==> src/pkg/zoom_regs_pkg.sv <==
// constants and carrier types for the context A vertical zoom register slice
package zoom_regs_pkg;

    localparam int ADDR_W = 9;
    localparam int DATA_W = 16;
    localparam int DIM_W = 11;

    // register offsets
    localparam logic [8:0] OFS_VPAN_A = 9'h1a8;
    localparam logic [8:0] OFS_VZOOM_A = 9'h1a9;
    localparam logic [8:0] OFS_VSIZE_A = 9'h1aa;
    localparam logic [8:0] OFS_CUR_HZOOM = 9'h1ab;
    localparam logic [8:0] OFS_CUR_VZOOM = 9'h1ac;

    // field positions
    localparam int DIM_LSB = 0;
    localparam int DIM_MSB = 10;
    localparam int PAN_ORIGIN_BIT = 14;

    // reset values
    localparam logic [15:0] RST_VPAN_A = 16'h0000;
    localparam logic [15:0] RST_VZOOM_A = 16'h0400;
    localparam logic [15:0] RST_VSIZE_A = 16'h0200;
    localparam logic [10:0] RST_CUR_HZOOM = 11'h500;
    localparam logic [10:0] RST_CUR_VZOOM = 11'h400;

    // window geometry
    localparam logic [11:0] CENTRE_ROW = 12'h200;
    localparam logic [10:0] FULL_WIDTH = 11'h500;
    localparam logic [10:0] FULL_HEIGHT = 11'h400;

    // register access request from the serial programming decoder
    typedef struct packed {
        logic rd;
        logic wr;
        logic [8:0] addr;
        logic [15:0] wdata;
    } reg_req_t;

    // register answer
    typedef struct packed {
        logic valid;
        logic [15:0] data;
    } reg_rsp_t;

    // automatic zoom request from the zoom control logic
    typedef struct packed {
        logic zoom_in;
        logic zoom_out;
        logic [7:0] step_x;
        logic [7:0] step_y;
    } zoom_cmd_t;

endpackage

==> src/rtl/zoom_stepper.sv <==
// current zoom window tracker stepped by automatic zoom
`timescale 1ns/100ps
module zoom_stepper (
    // clock and reset
    input wire logic clk,
    input wire logic nrst,
    // zoom request
    input wire zoom_regs_pkg::zoom_cmd_t cmd,
    // current window
    output logic [10:0] cur_w,
    output logic [10:0] cur_h
);

    typedef struct packed {
        logic [10:0] w;
        logic [10:0] h;
    } step_state_t;

    step_state_t state_ff;
    step_state_t nxt_state;
    logic [11:0] w_up;
    logic [11:0] h_up;

    always_comb
    begin
        nxt_state = state_ff;
        w_up = {1'b0, state_ff.w} + {4'h0, cmd.step_x};
        h_up = {1'b0, state_ff.h} + {4'h0, cmd.step_y};
        // both starts at once is ambiguous, so neither is taken
        if (cmd.zoom_in && !cmd.zoom_out)
        begin
            // never shrink to zero or wrap below the step
            if (state_ff.w > {3'h0, cmd.step_x})
            begin
                nxt_state.w = state_ff.w - {3'h0, cmd.step_x};
            end
            if (state_ff.h > {3'h0, cmd.step_y})
            begin
                nxt_state.h = state_ff.h - {3'h0, cmd.step_y};
            end
        end
        else if (cmd.zoom_out && !cmd.zoom_in)
        begin
            nxt_state.w = (w_up > {1'b0, zoom_regs_pkg::FULL_WIDTH}) ?
                zoom_regs_pkg::FULL_WIDTH : w_up[10:0];
            nxt_state.h = (h_up > {1'b0, zoom_regs_pkg::FULL_HEIGHT}) ?
                zoom_regs_pkg::FULL_HEIGHT : h_up[10:0];
        end
    end

    always_ff @(posedge clk or negedge nrst)
    begin
        if (!nrst)
        begin
            state_ff <= {zoom_regs_pkg::RST_CUR_HZOOM, zoom_regs_pkg::RST_CUR_VZOOM};
        end
        else
        begin
            state_ff <= nxt_state;
        end
    end

    assign cur_w = state_ff.w;
    assign cur_h = state_ff.h;

endmodule

==> src/rtl/reducer_zoom_window_regs.sv <==
// context A vertical pan, zoom and size registers with current zoom readback
// Operation
// - pan bit 14 picks origin: clear is row zero, set is centred row 512
// - pan bits 10:0 unsigned from row zero, or two's complement from row 512
// - vertical zoom height is 11 bits at 10:0, reset 0x0400
// - vertical output size is 11 bits at 10:0, reset 0x0200
// - current horizontal zoom width readable in bits 10:0, read only
// - current vertical zoom height readable in bits 10:0, read only
// - ZOOM_CMD zoom_in steps zoom in, zoom_out steps zoom out, both at once step neither
`timescale 1ns/100ps
module reducer_zoom_window_regs (
    // clock and reset
    input wire logic CLK_SYS,
    input wire logic NRST,
    // register port from the serial programming decoder
    input wire zoom_regs_pkg::reg_req_t REG_REQ,
    output zoom_regs_pkg::reg_rsp_t REG_RSP,
    // automatic zoom from the zoom control logic
    input wire zoom_regs_pkg::zoom_cmd_t ZOOM_CMD,
    // to the scaler datapath
    output logic [10:0] VPAN_OFFSET,
    output logic VPAN_CENTRED,
    output logic signed [11:0] VSTART_ROW,
    output logic [10:0] VZOOM_HEIGHT,
    output logic [10:0] VOUT_SIZE,
    output logic [10:0] CUR_ZOOM_WIDTH,
    output logic [10:0] CUR_ZOOM_HEIGHT
);

    typedef struct packed {
        logic pan_centred;
        logic [10:0] pan;
        logic [10:0] zoom_h;
        logic [10:0] out_size;
        logic signed [11:0] start_row;
        logic [10:0] cur_w;
        logic [10:0] cur_h;
        zoom_regs_pkg::reg_rsp_t rsp;
    } regs_state_t;

    regs_state_t state_ff;
    regs_state_t nxt_state;
    logic [10:0] live_w;
    logic [10:0] live_h;
    logic [15:0] rd_word;

    // read words, reserved bits held at zero
    logic [15:0] pan_word;
    logic [15:0] zoom_word;
    logic [15:0] size_word;
    logic [15:0] cur_w_word;
    logic [15:0] cur_h_word;

    // start row for each origin choice
    logic signed [11:0] pan_ext;
    logic signed [11:0] centred_row;
    logic signed [11:0] plain_row;

    // reset release retimed to the clock
    logic nrst_meta_ff;
    logic nrst_sync_ff;

    zoom_stepper u_stepper (
        .clk(CLK_SYS),
        .nrst(nrst_sync_ff),
        .cmd(ZOOM_CMD),
        .cur_w(live_w),
        .cur_h(live_h)
    );

    always_comb
    begin
        nxt_state = state_ff;
        rd_word = 16'h0000;
        // reserved bits read zero so a software copy only has to mask them
        pan_word = 16'h0000;
        pan_word[zoom_regs_pkg::PAN_ORIGIN_BIT] = state_ff.pan_centred;
        pan_word[zoom_regs_pkg::DIM_MSB:zoom_regs_pkg::DIM_LSB] = state_ff.pan;
        zoom_word = 16'h0000;
        zoom_word[zoom_regs_pkg::DIM_MSB:zoom_regs_pkg::DIM_LSB] = state_ff.zoom_h;
        size_word = 16'h0000;
        size_word[zoom_regs_pkg::DIM_MSB:zoom_regs_pkg::DIM_LSB] = state_ff.out_size;
        cur_w_word = 16'h0000;
        cur_w_word[zoom_regs_pkg::DIM_MSB:zoom_regs_pkg::DIM_LSB] = live_w;
        cur_h_word = 16'h0000;
        cur_h_word[zoom_regs_pkg::DIM_MSB:zoom_regs_pkg::DIM_LSB] = live_h;

        pan_ext = {state_ff.pan[zoom_regs_pkg::DIM_MSB], state_ff.pan};
        centred_row = $signed(zoom_regs_pkg::CENTRE_ROW) + pan_ext;
        plain_row = $signed({1'b0, state_ff.pan});

        nxt_state.rsp.valid = 1'b0;
        nxt_state.cur_w = live_w;
        nxt_state.cur_h = live_h;
        // a read and a write in one cycle return the old value
        if (REG_REQ.wr)
        begin
            unique case (REG_REQ.addr)
                zoom_regs_pkg::OFS_VPAN_A:
                begin
                    nxt_state.pan_centred = REG_REQ.wdata[zoom_regs_pkg::PAN_ORIGIN_BIT];
                    nxt_state.pan =
                        REG_REQ.wdata[zoom_regs_pkg::DIM_MSB:zoom_regs_pkg::DIM_LSB];
                end
                zoom_regs_pkg::OFS_VZOOM_A:
                begin
                    // ordering against output size is left to software
                    nxt_state.zoom_h =
                        REG_REQ.wdata[zoom_regs_pkg::DIM_MSB:zoom_regs_pkg::DIM_LSB];
                end
                zoom_regs_pkg::OFS_VSIZE_A:
                begin
                    nxt_state.out_size =
                        REG_REQ.wdata[zoom_regs_pkg::DIM_MSB:zoom_regs_pkg::DIM_LSB];
                end
                zoom_regs_pkg::OFS_CUR_HZOOM,
                zoom_regs_pkg::OFS_CUR_VZOOM:
                begin
                    // readbacks follow the stepper alone, so a write is dropped
                    nxt_state.rsp.valid = 1'b0;
                end
                default:
                begin
                    // unmapped offsets drop the write
                    nxt_state.rsp.valid = 1'b0;
                end
            endcase
        end
        // start row follows the stored pan, one cycle behind it and two behind a write
        if (state_ff.pan_centred)
        begin
            nxt_state.start_row = centred_row;
        end
        else
        begin
            nxt_state.start_row = plain_row;
        end
        // unmapped reads answer zero so the decoder never stalls
        if (REG_REQ.rd)
        begin
            unique case (REG_REQ.addr)
                zoom_regs_pkg::OFS_VPAN_A:
                begin
                    rd_word = pan_word;
                end
                zoom_regs_pkg::OFS_VZOOM_A:
                begin
                    rd_word = zoom_word;
                end
                zoom_regs_pkg::OFS_VSIZE_A:
                begin
                    rd_word = size_word;
                end
                zoom_regs_pkg::OFS_CUR_HZOOM:
                begin
                    // live value, not the output copy that lags it
                    rd_word = cur_w_word;
                end
                zoom_regs_pkg::OFS_CUR_VZOOM:
                begin
                    rd_word = cur_h_word;
                end
                default:
                begin
                    rd_word = 16'h0000;
                end
            endcase
            nxt_state.rsp.valid = 1'b1;
            nxt_state.rsp.data = rd_word;
        end
    end

    // release retimed so no register leaves reset on a split edge
    always_ff @(posedge CLK_SYS or negedge NRST)
    begin
        if (!NRST)
        begin
            nrst_meta_ff <= 1'b0;
            nrst_sync_ff <= 1'b0;
        end
        else
        begin
            nrst_meta_ff <= 1'b1;
            nrst_sync_ff <= nrst_meta_ff;
        end
    end

    always_ff @(posedge CLK_SYS or negedge nrst_sync_ff)
    begin
        if (!nrst_sync_ff)
        begin
            state_ff.pan_centred <= zoom_regs_pkg::RST_VPAN_A[zoom_regs_pkg::PAN_ORIGIN_BIT];
            state_ff.pan <= zoom_regs_pkg::RST_VPAN_A[10:0];
            state_ff.zoom_h <= zoom_regs_pkg::RST_VZOOM_A[10:0];
            state_ff.out_size <= zoom_regs_pkg::RST_VSIZE_A[10:0];
            state_ff.start_row <= 12'sh000;
            state_ff.cur_w <= zoom_regs_pkg::RST_CUR_HZOOM;
            state_ff.cur_h <= zoom_regs_pkg::RST_CUR_VZOOM;
            state_ff.rsp <= '0;
        end
        else
        begin
            state_ff <= nxt_state;
        end
    end

    assign REG_RSP = state_ff.rsp;
    assign VPAN_OFFSET = state_ff.pan;
    assign VPAN_CENTRED = state_ff.pan_centred;
    assign VSTART_ROW = state_ff.start_row;
    assign VZOOM_HEIGHT = state_ff.zoom_h;
    assign VOUT_SIZE = state_ff.out_size;
    assign CUR_ZOOM_WIDTH = state_ff.cur_w;
    assign CUR_ZOOM_HEIGHT = state_ff.cur_h;

endmodule

==> config.mk <==
export PLATFORM = sky130hd
export DESIGN_NAME = reducer_zoom_window_regs
export DESIGN_NICKNAME = d
export VERILOG_FILES = /design/src/pkg/zoom_regs_pkg.sv /design/src/rtl/zoom_stepper.sv /design/src/rtl/reducer_zoom_window_regs.sv
export SDC_FILE = /design/constraint.sdc
export NUM_CORES = 1
export LEC_CHECK = 0
export BUFFER_PORTS_ARGS = -buffer_cell sky130_fd_sc_hd__buf_4
export CAP_MARGIN = 40
export CORE_MARGIN = 4
export CORE_UTILIZATION = 30
export CTS_CLUSTER_SIZE = 25
export DETAILED_ROUTE_END_ITERATION = 8
export PLACE_DENSITY = 0.56
export RECOVER_POWER = 100
export SYNTH_ARGS = -nofsm -noshare
export SYNTH_HDL_FRONTEND = slang
export SYNTH_SLANG_ARGS = --single-unit
==> constraint.sdc <==
create_clock -name CLK_SYS -period 6.25 [get_ports CLK_SYS]
set_clock_uncertainty 0.15 [all_clocks]
set_input_delay 0.625 -clock CLK_SYS [delete_from_list [all_inputs] [get_ports CLK_SYS]]
set_output_delay 0.625 -clock CLK_SYS [all_outputs]
set_load 0.05 [all_outputs]
==> impl_results.md <==
* Routed Wire Length at 17.28 mm
* Critical path launch point type: register
* Post-DRT Antenna Nets at 0
* Setup Viol. Count Final at 0
* Slew HR at -49.11%
* RSZ-0062 raised after global routing: false
* Critical path endpoint: u_stepper.cur_h[0]$_DFFE_PN0P_
* Flop2flop setup slack at 2340 ps
* Initial antenna violation count at 0
* Req. time, crit path at 6260 ps
* TritonCTS clock tree: yes
* Initial Util at 30.94%
* Worst-Skew Late Latency at 350 ps
* Seq cells post-synth at 105
* Post-Syn Area at 6121 um^2
* Core Util, Final at 36.38%
* Yosys warns at 0
* P_leak at 3.210 nW
* Failing checks: max-capacitance violations, max-slew violations
* Worst-Margin Slew at 2237 ps
* Port Buffers at 123
* Type of the worst setup path: register to register
* Post-DP HPWL at 13.09 mm
* Cell count after synthesis at 618
* Diodes inserted at 0
* Arrival time worst endpoint at 3920 ps
* Hold Path Class: register to register
* Layout area overhead at 17.58%
* Worst R2R Path Depth at 8
* Share of cells above drive strength 1 at 15.49%
* Logic pwr share at 49.2%
* Max-slew violations at 55
* Element type at the critical path end: register
* Die area at 22750 um^2
* Die H at 150.8 um
* Most frequent cells in the layout: dfrtp_1 (97), clkbuf_1 (83), nor2_1 (45)
* Share of total power consumed by net switching at 46.96%
* DR vias/cell at 5.003
* P per Cell Area at 441.4 nW/um^2
* Commonest non-fill, non-tap cell in the layout: dfrtp_1
* Sequential area share after synthesis at 43.09%
* Rows at 51
* Post-route setup slack at 2341 ps
* Tmin final at 3909 ps
* GRT overflow at 0
* Vias at 4943
* Max Cap Violations at 1
* Chip Width at 150.8 um
* Status: finished, violations left
* Post-synth EDFFs at 0
* DR pass1 iterations at 5
* Drt wl/cell at 17.49 um
* NetSw at 1.492 mW
* Placeable core area at 19780 um^2
* Max Clock Freq at 0.2558 GHz
* Vias in the first global route at 4604
* First-pass GRT wire length at 26.34 mm
* Clock tree buffer depth at 2
* Cell variety after synth at 74
* Ys async rst share at 100.0%
* Synthesized area per cell at 9.904 um^2
* Io pins at 132
* Clock-pin slew on the worst setup and hold paths at 70 ps
* # nets final at 802
* Post-cts resize count at 0
* GRT Resource Usage Total at 14.87%
* Clock power share at 17.8%
* Clk root buf: clkbuf_16
* Pin count of the biggest net entering global routing at 55
* Sequential share of power at 33.1%
* Final Hold Viols at 0
* DRC errors left at 0
* Initial DRC count at 320
* Main synth FF type: dfrtp_1
* Reg2reg end: u_stepper.cur_h[0]$_DFFE_PN0P_
* Num CTS Buffers at 9
* Gpl congestion at 0.8360
* Clock Sinks at 105
* Crit Reg-Reg Startpoint: u_stepper.cur_h[4]$_DFFE_PN0P_
* Fillers at 2137
* Fin crit share at 62.55%
* H-Tree Depth at 3
* Pre-CTS setup slack at 2565 ps
* Crit path max fanout at 9
* Post-Route Setup TNS at 0 ps
* VDD IR max at 163.4 uV
* Crit. Startpoint: u_stepper.cur_h[4]$_DFFE_PN0P_
* Cell-internal power at 1.685 mW
-- worst min-delay path by stage --
stage | depth (start not counted) | endpoint | slack [ps] | from
CTS | 0 | nrst_sync_ff$_DFF_PN0_ | 220 | nrst_meta_ff$_DFF_PN0_
global placement | 0 | nrst_sync_ff$_DFF_PN0_ | 190 | nrst_meta_ff$_DFF_PN0_
finish | 0 | nrst_sync_ff$_DFF_PN0_ | 210 | nrst_meta_ff$_DFF_PN0_
floorplan | 0 | nrst_meta_ff$_DFF_PN0_ | 180 | NRST
detailed placement | 0 | nrst_sync_ff$_DFF_PN0_ | 190 | nrst_meta_ff$_DFF_PN0_
global route | 0 | nrst_sync_ff$_DFF_PN0_ | 220 | nrst_meta_ff$_DFF_PN0_
-- timing repair --
action,4_1_cts,5_1_grt
endpoints found under the setup margin,0,0
setup buffers,0,0
hold buffers,1,0
endpoints found under the hold margin,2,0
-- layer usage --
metal / routed length [um] / GRT usage (%) / vias up / part of all wire, %
met5: 0 / 0 / - / 0
met4: 150 / 3.490 / 0 / 0.87
met3: 955 / 2.274 / 14 / 5.5
met2: 7982 / 23.20 / 142 / 46
met1: 8192 / 21.76 / 2382 / 47
li1: - / - / 2405 / -
-- synthesized netlist by cell type (4+ instances only) --
cell type / n / area [um^2]
inv_1: 36 / 135.1
dfrtp_1: 97 / 2427
o31ai_1: 5 / 37.54
a31oi_1: 6 / 37.54
nand2b_1: 8 / 50.05
and3_1: 7 / 43.79
a211oi_1: 8 / 60.06
mux2_2: 35 / 394.1
nor2_1: 45 / 168.9
nand3_1: 10 / 50.05
a22oi_1: 12 / 90.09
a21oi_1: 37 / 185.2
and2_1: 8 / 50.05
or3_1: 6 / 37.54
nand2_1: 40 / 150.1
o21ai_0: 24 / 120.1
nor4_1: 4 / 25.02
fa_1: 4 / 80.08
xnor2_1: 17 / 148.9
o21ai_1: 5 / 25.02
o21a_1: 6 / 45.04
nor2b_1: 15 / 93.84
nor3_1: 15 / 75.07
clkbuf_1: 27 / 101.4
buf_4: 14 / 105.1
a21o_1: 6 / 45.04
a221oi_1: 13 / 113.9
o31a_1: 4 / 35.03
ha_1: 33 / 412.9
dfstp_2: 8 / 210.2
-- critical path, stage by stage, from the launching register on --
cell	delay (ps)
dfrtp_1	460
ha_1	560
inv_1	100
a21o_1	210
o41a_1	450
a31oi_1	300
o21ai_0	140
a221oi_1	1100
a221oi_1	240
-- sequential cells by signal, summed over array words and instances (netlist names) --
register         count
CUR_ZOOM_HEIGHT     11
CUR_ZOOM_WIDTH      11
REG_RSP             13
VOUT_SIZE           11
VPAN_CENTRED         1
VPAN_OFFSET         11
VSTART_ROW          12
VZOOM_HEIGHT        11
nrst_meta_ff         1
nrst_sync_ff         1
u_stepper.cur_h     11
u_stepper.cur_w     11
-- logic make-up after synthesis --
kind of cell / share of synthesized area, %
and+or+nand+nor: 14.78
AOI/OAI and AO/OA: 18.99
DFF: 43.09
buffers and inverters: 5.785
adders and majority gates: 8.054
muxes: 6.603
xor gates and xnor gates: 2.576
other: 0.1227
-- power groups by stage --
| stage | logic, mW | clock network [mW] | registers, mW |
|---|---|---|---|
| 6_report | 1.56 | 0.564 | 1.05 |
| 5_1_grt | 1.72 | 0.610 | 1.08 |
| 4_1_cts | 1.64 | 0.580 | 1.06 |
| 3_5_place_dp | 1.63 | 0 | 1.07 |
| 3_3_place_gp | 1.63 | 0 | 1.08 |
| 2_1_floorplan | 1.01 | 0 | 1.24 |
-- cell type report --
type / instances / area (um^2) / area share, %
Inverter: 37 / 138.9 / 1.930
Tap cell: 265 / 331.6 / 4.607
Clock buffer: 10 / 239.0 / 3.321
Timing Repair Buffer: 129 / 663.1 / 9.214
Multi-Input combinational cell: 436 / 3129 / 43.48
Clock inverter: 6 / 57.56 / 0.7997
Sequential cell: 105 / 2638 / 36.65
-- per-stage QoR --
step	hold WS, ps	cell area (um^2)	power, mW	cells
after floorplan	179.4	6132	2.246	621
after global placement	186.5	7206	2.706	970
after detailed placement	194.9	7217	2.705	971
after CTS	216.3	7523	3.283	988
after global routing	220.5	7197	3.409	988
final	210.8	7197	3.176	988
Power figures use the tool's default switching activity.
